<file path="src/core/comfort_noise_pkg.sv">
// Shared constants for the comfort noise and nonlinear suppressor block.
// Assumes a single 250 MHz clock and 16-bit linear PCM samples.
package comfort_noise_pkg;

  localparam int unsigned CLOCK_MHZ = 250;

  // Register indices; byte address on AHB is four times the index
  localparam logic [5:0] IDX_WRITE_PROTECT  = 6'h01;
  localparam logic [5:0] IDX_NOISE_METER    = 6'h18;
  localparam logic [5:0] IDX_NOISE_CEILING  = 6'h19;
  localparam logic [5:0] IDX_NOISE_MONITOR  = 6'h24;
  localparam logic [5:0] IDX_THRESH_MONITOR = 6'h27;
  localparam logic [5:0] IDX_PCM_OUTPUT     = 6'h30;

  localparam logic [7:0] WRITE_KEY          = 8'h95;

  // Values after reset
  localparam logic [7:0] KEY_RESET          = 8'h00;
  localparam logic [7:0] NOISE_METER_RESET  = 8'h8a;
  localparam logic [7:0] NOISE_CEIL_RESET   = 8'hee;
  localparam logic [7:0] PCM_OUTPUT_RESET   = 8'h03;
  localparam logic [15:0] NOISE_LEVEL_RESET = 16'h0040;

  // Field positions in noise_meter_config
  localparam int unsigned OFFSET_LSB = 0;   // comfort_level_offset [3:0]
  localparam int unsigned RISE_LSB   = 4;   // noise_meter_rise_step [5:4]
  localparam int unsigned FALL_LSB   = 6;   // noise_meter_fall_step [7:6]
  // Field positions in noise_ceiling_config
  localparam int unsigned SEND_CEIL_LSB = 0; // send_level_ceiling [3:0]
  localparam int unsigned RECV_CEIL_LSB = 4; // receive_level_ceiling [7:4]
  // Field positions in pcm_output_config
  localparam int unsigned STD_SELECT_BIT  = 0;
  localparam int unsigned STD_VARIANT_BIT = 1;

  // Meter tracking shift at step zero; larger steps shift less
  localparam logic [2:0] METER_BASE_SHIFT = 3'd6;
  localparam logic [15:0] LFSR_SEED       = 16'hace1;
  localparam logic [15:0] LFSR_TAPS       = 16'hb400;
  localparam logic [14:0] AMP_MAX         = 15'h7fff;

  // Magnitude of a signed sample
  function automatic logic [15:0] magnitude(input logic [15:0] s);
    magnitude = s[15] ? 16'(~s + 16'h0001) : s;
  endfunction

  // Level on a 0..15 log2 scale: position of the highest set bit
  function automatic logic [3:0] level_code(input logic [15:0] m);
    level_code = 4'h0;
    for (int i = 0; i < 16; i++) begin
      if (m[i]) begin
        level_code = 4'(i);
      end
    end
  endfunction

endpackage

</file>
<file path="src/core/comfort_noise.sv">
// Comfort noise insertion for the nonlinear suppressor, with AHB-Lite regs.
// Assumes samples arrive on sample_valid strobes in the clock domain and
// that the suppressor decision and threshold come from outside this block.
//
// How it works
// - comfort_level_offset sets the gain applied to the measured level.
// - Subjective mode clamps send_output amplitude to the comfort level.
// - Larger rise step makes measured level higher and less stable.
// - Larger fall step makes measured level lower and less stable.
// - Louder of send in/out above send ceiling halts measurement.
// - Receive input above receive ceiling halts measurement.
// - Higher ceilings measure more often, lowering stability.
// - standard_noise_select 1 gives constant noise, 0 gives subjective.
// - In standard mode variant 1 band-limited noise, variant 0 silence.
// - Comfort signal replaces send only while the suppressor is active.
// - Protected writes need key 95H in the write-protect register.
// - Measured noise level readable at monitor index 24H.
// - Suppressor threshold readable at monitor index 27H.
module comfort_noise
  import comfort_noise_pkg::*;
(
  // Clock and reset
  input  wire logic        clock,
  input  wire logic        rst,
  // AHB-Lite slave
  input  wire logic        hsel,
  input  wire logic [7:0]  haddr,
  input  wire logic [1:0]  htrans,
  input  wire logic        hwrite,
  input  wire logic [2:0]  hsize,
  input  wire logic        hready,
  input  wire logic [31:0] hwdata,
  output logic      [31:0] hrdata,
  output logic             hreadyout,
  output logic             hresp,
  // Sample streams
  input  wire logic        sample_valid,
  input  wire logic [15:0] send_input,
  input  wire logic [15:0] send_cancelled,
  input  wire logic [15:0] receive_input,
  // Suppressor state
  input  wire logic        suppressor_active,
  input  wire logic [7:0]  suppressor_threshold,
  // Send output
  output logic      [15:0] send_output,
  output logic             send_output_valid
);

  // Register bus

  logic [7:0]  write_key_q;
  logic [7:0]  meter_cfg_q;
  logic [7:0]  ceiling_cfg_q;
  logic [7:0]  pcm_cfg_q;
  logic [7:0]  threshold_q;
  logic        wr_pend_q;
  logic [5:0]  wr_idx_q;
  logic [31:0] rdata_q;
  logic [31:0] rdata_d;
  logic        addr_take;
  logic        addr_ok;
  logic        unlocked;
  logic [7:0]  wbyte;

  assign addr_take = hsel && htrans[1] && hready;
  // Only whole aligned words are mapped; others read zero, writes drop
  assign addr_ok   = (haddr[1:0] == 2'b00) && (hsize == 3'b010);
  assign unlocked  = (write_key_q == WRITE_KEY);
  assign wbyte     = hwdata[7:0];
  assign hreadyout = 1'b1;
  assign hresp     = 1'b0;

  logic [15:0] noise_level;

  always_comb begin
    rdata_d = 32'h0000_0000;
    if (addr_ok) begin
      case (haddr[7:2])
        IDX_NOISE_MONITOR:  rdata_d = {24'h000000, noise_level[15:8]};
        IDX_THRESH_MONITOR: rdata_d = {24'h000000, threshold_q};
        default:            rdata_d = 32'h0000_0000;
      endcase
    end
  end

  always_ff @(posedge clock or posedge rst) begin
    if (rst) begin
      rdata_q   <= 32'h0000_0000;
      wr_pend_q <= 1'b0;
      wr_idx_q  <= 6'h00;
    end else begin
      if (addr_take && !hwrite) begin
        rdata_q <= rdata_d;
      end
      wr_pend_q <= addr_take && hwrite && addr_ok;
      if (addr_take) begin
        wr_idx_q <= haddr[7:2];
      end
    end
  end

  assign hrdata = rdata_q;

  always_ff @(posedge clock or posedge rst) begin
    if (rst) begin
      write_key_q <= KEY_RESET;
    end else if (wr_pend_q && wr_idx_q == IDX_WRITE_PROTECT) begin
      write_key_q <= wbyte;
    end
  end

  // Configuration registers accept writes only while the key is held
  always_ff @(posedge clock or posedge rst) begin
    if (rst) begin
      meter_cfg_q   <= NOISE_METER_RESET;
      ceiling_cfg_q <= NOISE_CEIL_RESET;
      pcm_cfg_q     <= PCM_OUTPUT_RESET;
    end else if (wr_pend_q && unlocked) begin
      case (wr_idx_q)
        IDX_NOISE_METER:   meter_cfg_q   <= wbyte;
        IDX_NOISE_CEILING: ceiling_cfg_q <= wbyte;
        IDX_PCM_OUTPUT:    pcm_cfg_q     <= wbyte;
        default:           meter_cfg_q   <= meter_cfg_q;
      endcase
    end
  end

  always_ff @(posedge clock or posedge rst) begin
    if (rst) begin
      threshold_q <= 8'h00;
    end else begin
      threshold_q <= suppressor_threshold;
    end
  end

  // Field views

  logic [3:0] level_offset;
  logic [1:0] rise_step;
  logic [1:0] fall_step;
  logic [3:0] send_ceiling;
  logic [3:0] recv_ceiling;
  logic       std_select;
  logic       std_variant;

  assign level_offset = meter_cfg_q[OFFSET_LSB +: 4];
  assign rise_step    = meter_cfg_q[RISE_LSB +: 2];
  assign fall_step    = meter_cfg_q[FALL_LSB +: 2];
  assign send_ceiling = ceiling_cfg_q[SEND_CEIL_LSB +: 4];
  assign recv_ceiling = ceiling_cfg_q[RECV_CEIL_LSB +: 4];
  assign std_select   = pcm_cfg_q[STD_SELECT_BIT];
  assign std_variant  = pcm_cfg_q[STD_VARIANT_BIT];

  // Background noise measurement

  logic [15:0] send_out_q;
  logic [3:0]  send_lvl;
  logic [3:0]  recv_lvl;
  logic        measure_en;
  logic [15:0] cancelled_mag;

  assign cancelled_mag = magnitude(send_cancelled);

  // Louder of the send input and the last send output sample
  always_comb begin
    send_lvl = level_code(magnitude(send_input));
    if (level_code(magnitude(send_out_q)) > send_lvl) begin
      send_lvl = level_code(magnitude(send_out_q));
    end
  end

  assign recv_lvl   = level_code(magnitude(receive_input));
  // Higher ceilings let more signal count as noise
  assign measure_en = (send_lvl <= send_ceiling)
                   && (recv_lvl <= recv_ceiling);

  noise_meter meter (
    .clock       (clock),
    .rst         (rst),
    .sample_en   (sample_valid),
    .measure_en  (measure_en),
    .sample_mag  (cancelled_mag),
    .rise_step   (rise_step),
    .fall_step   (fall_step),
    .noise_level (noise_level)
  );

  // Comfort level: 1.5 dB per offset step, unity at offset 4, Q8 gain
  logic [10:0] gain;
  logic [26:0] scaled;
  logic [14:0] comfort;

  always_comb begin
    case (level_offset)
      4'h0:    gain = 11'd128;
      4'h1:    gain = 11'd152;
      4'h2:    gain = 11'd181;
      4'h3:    gain = 11'd215;
      4'h4:    gain = 11'd256;
      4'h5:    gain = 11'd304;
      4'h6:    gain = 11'd362;
      4'h7:    gain = 11'd431;
      4'h8:    gain = 11'd512;
      4'h9:    gain = 11'd609;
      4'ha:    gain = 11'd724;
      4'hb:    gain = 11'd861;
      4'hc:    gain = 11'd1024;
      4'hd:    gain = 11'd1218;
      4'he:    gain = 11'd1448;
      default: gain = 11'd1722;
    endcase
  end

  assign scaled  = 27'(noise_level) * 27'(gain);
  // Saturate so the amplitude always fits a signed sample
  assign comfort = (scaled[26:8] > 19'(AMP_MAX)) ? AMP_MAX : scaled[22:8];

  // Noise source; sign held two samples to halve the bandwidth
  logic [15:0] lfsr_q;
  logic        phase_q;
  logic        sign_q;

  always_ff @(posedge clock or posedge rst) begin
    if (rst) begin
      lfsr_q  <= LFSR_SEED;
      phase_q <= 1'b0;
      sign_q  <= 1'b0;
    end else if (sample_valid) begin
      lfsr_q  <= lfsr_q[0] ? ((lfsr_q >> 1) ^ LFSR_TAPS) : (lfsr_q >> 1);
      phase_q <= ~phase_q;
      if (phase_q) begin
        sign_q <= lfsr_q[0];
      end
    end
  end

  // Output selection

  logic [15:0] pos_lim;
  logic [15:0] neg_lim;
  logic [15:0] out_d;

  assign pos_lim = {1'b0, comfort};
  assign neg_lim = 16'(~pos_lim + 16'h0001);

  always_comb begin
    out_d = send_cancelled;
    if (suppressor_active) begin
      if (std_select) begin
        if (std_variant) begin
          out_d = sign_q ? neg_lim : pos_lim;
        end else begin
          out_d = 16'h0000;
        end
      end else if ($signed(send_cancelled) > $signed(pos_lim)) begin
        out_d = pos_lim;
      end else if ($signed(send_cancelled) < $signed(neg_lim)) begin
        out_d = neg_lim;
      end
    end
  end

  always_ff @(posedge clock or posedge rst) begin
    if (rst) begin
      send_out_q        <= 16'h0000;
      send_output_valid <= 1'b0;
    end else begin
      send_output_valid <= sample_valid;
      if (sample_valid) begin
        send_out_q <= out_d;
      end
    end
  end

  assign send_output = send_out_q;
endmodule // comfort_noise

</file>
<file path="src/core/noise_meter.sv">
// Background noise level meter: slow asymmetric tracker of sample magnitude.
// Assumes sample_en marks one sample per frame and measure_en gates tracking.
module noise_meter
  import comfort_noise_pkg::*;
(
  // Clock and reset
  input  wire logic        clock,
  input  wire logic        rst,
  // Samples and control
  input  wire logic        sample_en,
  input  wire logic        measure_en,
  input  wire logic [15:0] sample_mag,
  input  wire logic [1:0]  rise_step,
  input  wire logic [1:0]  fall_step,
  // Tracked level
  output logic      [15:0] noise_level
);

  logic [15:0] level_q;
  logic [15:0] level_d;
  logic [2:0]  up_shift;
  logic [2:0]  down_shift;
  logic [15:0] diff;

  assign up_shift   = METER_BASE_SHIFT - {1'b0, rise_step};
  assign down_shift = METER_BASE_SHIFT - {1'b0, fall_step};

  // Bigger rise step climbs faster: higher, less stable level
  // Bigger fall step drops faster: lower, less stable level
  always_comb begin
    level_d = level_q;
    diff    = 16'h0000;
    if (sample_mag > level_q) begin
      diff    = sample_mag - level_q;
      level_d = level_q + (diff >> up_shift) + 16'h0001;
    end else if (sample_mag < level_q) begin
      diff    = level_q - sample_mag;
      level_d = level_q - (diff >> down_shift) - 16'h0001;
    end
  end

  always_ff @(posedge clock or posedge rst) begin
    if (rst) begin
      level_q <= NOISE_LEVEL_RESET;
    end else if (sample_en && measure_en) begin
      level_q <= level_d;
    end
  end

  assign noise_level = level_q;

endmodule // noise_meter

</file>
<file path="config.mk">
export PLATFORM = sky130hd
export DESIGN_NAME = comfort_noise
export DESIGN_NICKNAME = d
export VERILOG_FILES = /design/src/core/comfort_noise_pkg.sv /design/src/core/comfort_noise.sv /design/src/core/noise_meter.sv
export SDC_FILE = /design/constraint.sdc
export NUM_CORES = 1
export LEC_CHECK = 0
export ABC_CLOCK_PERIOD_IN_PS = 12000
export BUFFER_PORTS_ARGS = -buffer_cell sky130_fd_sc_hd__buf_2
export CAP_MARGIN = 15
export CORE_ASPECT_RATIO = 1.75
export CORE_MARGIN = 4
export CORE_UTILIZATION = 50
export DETAILED_ROUTE_END_ITERATION = 7
export PLACE_DENSITY = 0.67
export SKIP_CTS_REPAIR_TIMING = 1
export SYNTH_ARGS = -nofsm -noshare
export SYNTH_HDL_FRONTEND = slang
export SYNTH_SLANG_ARGS = --single-unit
</file>
<file path="constraint.sdc">
create_clock -name clock -period 12 [get_ports clock]
set_input_delay 1.2 -clock clock [delete_from_list [all_inputs] [get_ports clock]]
set_output_delay 1.2 -clock clock [all_outputs]
set_load 0.005 [all_outputs]
</file>
==> qor.yml <==
synthesis:
  postSynthCellCount: 2346
  ys_ff_latch: 100
  synth-edff-count: 0
  ys_top_cells_by_area: "fa_1 14%, ha_1 11%, dfrtp_1 11%"
  synth-main-ff-cell: "dfrtp_1"
  yosys_warnings: 0
  synth_area_um2: 18400
  synth-async-reset-ratio: 1.00
  yosysSeqAreaShare: 0.137
  synth_area_leader_cell: "fa_1"
  synth_top_area_frac: 0.139
  syn_area_per_cell_um2: 7.84
  synth.distinct_cells: 95
cts:
  clkSinkCount: 100
  clk_transition_reported_paths_ns: 0.08
  clk_latency_ns: 0.37
  ctsHtreeMaxLevel: 3
  tritoncts: "done"
  cts_buffers: 9
  ctsRootBufferMaster: "clkbuf_16"
  clk_path_buf_depth: 2
timing:
  setup_viol: 0
  clock-skew-final_ns: 0.0230
  period_share: 0.932
  tightest_slew_ns: 0.854
  rsz0062_at_grt: "false"
  drv_slew: 0
  timing.fmax_mhz: 89.4
  timing.final.ws_setup_ns: 0.810
  finalSetupTns_ns: 0
  hold_viol: 0
  min_period_ns: 11.19
  slew_headroom: 0.430
setup_path:
  worstPathRequired_ns: 12.23
  cp_max_fo: 18
  crit_arrival_ns: 11.42
  r2r_end: "send_output[13]$_DFFE_PP0P_"
  reg2reg_from: "meter_cfg_q[2]$_DFFE_PP0P_"
  startpoint_type: "flop"
  cp_slowest_cell: "fa_1"
  r2r_setup_slack_ns: 0.81
  cp_slowest_stage_delay_ns: 0.64
  endpoint: "send_output[13]$_DFFE_PP0P_"
  cpMostUsedCell: "fa_1"
  critPathCaptureType: "flop"
  critical_path_class: "flop to flop"
  ff2ff_path_depth: 36
  crit_start: "meter_cfg_q[2]$_DFFE_PP0P_"
die:
  start_util: 0.509
  ios: 159
  core_area_um2: 36100
  rows: 92
  die_area_um2: 40100
  die_h_um: 262
  die_w_um: 153
routing:
  vias: 17200
  routedWlPerCell_um: 19.8
  highest_layer: "met4"
  drt-met1-wl_um: 19700
  wl_met2_um: 30000
  wl_met3_um: 2590
  viasPerCell: 6.02
  ant_nets: 0
  drt-pass1-iter-count: 5
  drt_wl_total_um: 56400
  drc: 0
  drt_iter0_drc: 1028
finish:
  area_growth_pct: 5.79
  final_area_um2: 19500
  post-route-util: 0.539
  final_layout_size_suffix_gt1_frac: 0.113
  final_nets: 2779
place:
  io_buffer_count: 107
  dp_slack_ns: 0.937
  placedInstanceArea_um2: 19200
  dp_hpwl_um: 45700
  gp_congestion: 0.944
grt:
  antenna_found_initial: 4
  grt_pass1_vias: 17600
  grt_overflow: 0
  grt_pass1_wl_um: 89800
  grtUsageTotal: 0.278
  grt_max_degree: 59
min_path:
  min-delay-start: "phase_q$_DFFE_PP0P_"
  hold_path_class: "flop to flop"
run:
  drv_cap: 0
run_status:
  status: "completed"
==> stage by stage <==
step | cells | hold WS [ns]
after global placement | 2833 | 0.455
after floorplan | 2370 | 0.439
after CTS | 2849 | 0.469
after detailed placement | 2833 | 0.457
after global routing | 2852 | 0.512
final | 2852 | 0.470
==> layer usage <==
metal,global-route usage,vias up
met5,0,-
met4,0.168,0
met3,0.0250,201
met2,0.536,564
met1,0.290,8263
li1,-,8128
==> synth_stat cells (9+ instances only) <==
cell	number
or2_2	10
a31oi_1	27
inv_1	255
a211oi_1	14
o21a_1	12
a21boi_0	10
mux2_2	62
a21o_1	32
o21ai_0	148
and3_1	21
a22oi_1	12
nand2b_1	26
nand2_1	249
nor2_1	164
xor2_1	31
fa_1	128
dfrtp_1	80
ha_1	169
nand3_1	49
buf_4	30
o221ai_1	10
or4_1	9
o31ai_1	14
a21oi_1	132
o211ai_1	32
a211o_1	10
nor4_1	10
xnor2_1	72
nor2b_1	32
nand4_1	15
mux2i_1	52
or3_1	27
o22ai_1	13
clkbuf_1	100
dfstp_2	20
and2_1	67
nor3_1	45
==> cell type report <==
cell class                 count  area, um2
clock buffer                   9        225
sequential                   100       2530
inverter                     259        975
multi-input combinational   1864      14300
antenna                        3       7.51
timing repair buffer         140        783
fill                        3526      16700
tap                          470        588
clock inverter                 7       72.6
==> state kept, by name, indices dropped and copies added (netlist names) <==
signal / count
send_output: 16
meter.noise_level: 16
threshold_q: 8
hrdata: 8
ceiling_cfg_q: 8
pcm_cfg_q: 2
meter_cfg_q: 8
send_output_valid: 1
write_key_q: 8
lfsr_q: 16
wr_pend_q: 1
sign_q: 1
phase_q: 1
wr_idx_q: 6
==> critical path, delay by kind of cell (launching register included) <==
| kind | cells | cell delay [ns] |
|---|---|---|
| flops | 1 | 0.60 |
| fa+ha+maj | 9 | 3.94 |
| compound gates | 13 | 3.71 |
| buf+inv | 5 | 0.72 |
| simple gates | 9 | 2.10 |
==> cell families (layout without fill, tap and decap cells) <==
group                      Yosys count  in the layout  synth area share
buffers and inverters              406            415            0.0913
other                                2             29          0.000408
adders and majority gates          298            298             0.255
AOI/OAI and AO/OA                  564            564             0.200
DFF                                100            100             0.137
xor gates and xnor gates           103            103            0.0490
and+or+nand+nor                    759            759             0.201
muxes                              114            114            0.0662
==> how the worst min path moves through the flow <==
| stage | end | slack [ns] | cells past startpoint |
|---|---|---|---|
| detailed placement | phase_q$_DFFE_PP0P_ | 0.46 | 1 |
| floorplan | phase_q$_DFFE_PP0P_ | 0.44 | 1 |
| CTS | phase_q$_DFFE_PP0P_ | 0.47 | 1 |
| global route | phase_q$_DFFE_PP0P_ | 0.51 | 1 |
| global placement | phase_q$_DFFE_PP0P_ | 0.46 | 1 |
| finish | phase_q$_DFFE_PP0P_ | 0.47 | 1 |
==> layout by cell type (no fill, tap or decap), types with 27 or more instances in the layout <==
| cell type | Yosys | layout |
|---|---|---|
| nor2_1 | 164 | 164 |
| buf_2 | 5 | 107 |
| a31oi_1 | 27 | 27 |
| xnor2_1 | 72 | 72 |
| nor3_1 | 45 | 45 |
| fa_1 | 128 | 128 |
| a21oi_1 | 132 | 132 |
| nor2b_1 | 32 | 32 |
| or3_1 | 27 | 27 |
| inv_1 | 255 | 254 |
| nand2_1 | 249 | 249 |
| o21ai_0 | 148 | 147 |
| buf_4 | 30 | 33 |
| mux2_2 | 62 | 62 |
| and2_1 | 67 | 67 |
| mux2i_1 | 52 | 52 |
| xor2_1 | 31 | 31 |
| o211ai_1 | 32 | 32 |
| ha_1 | 169 | 169 |
| dfrtp_1 | 80 | 80 |
| nand3_1 | 49 | 49 |
| a21o_1 | 32 | 32 |
Power is not shown: default switching activity piles up to over one toggle a cycle in this logic, so the estimate is an artifact.
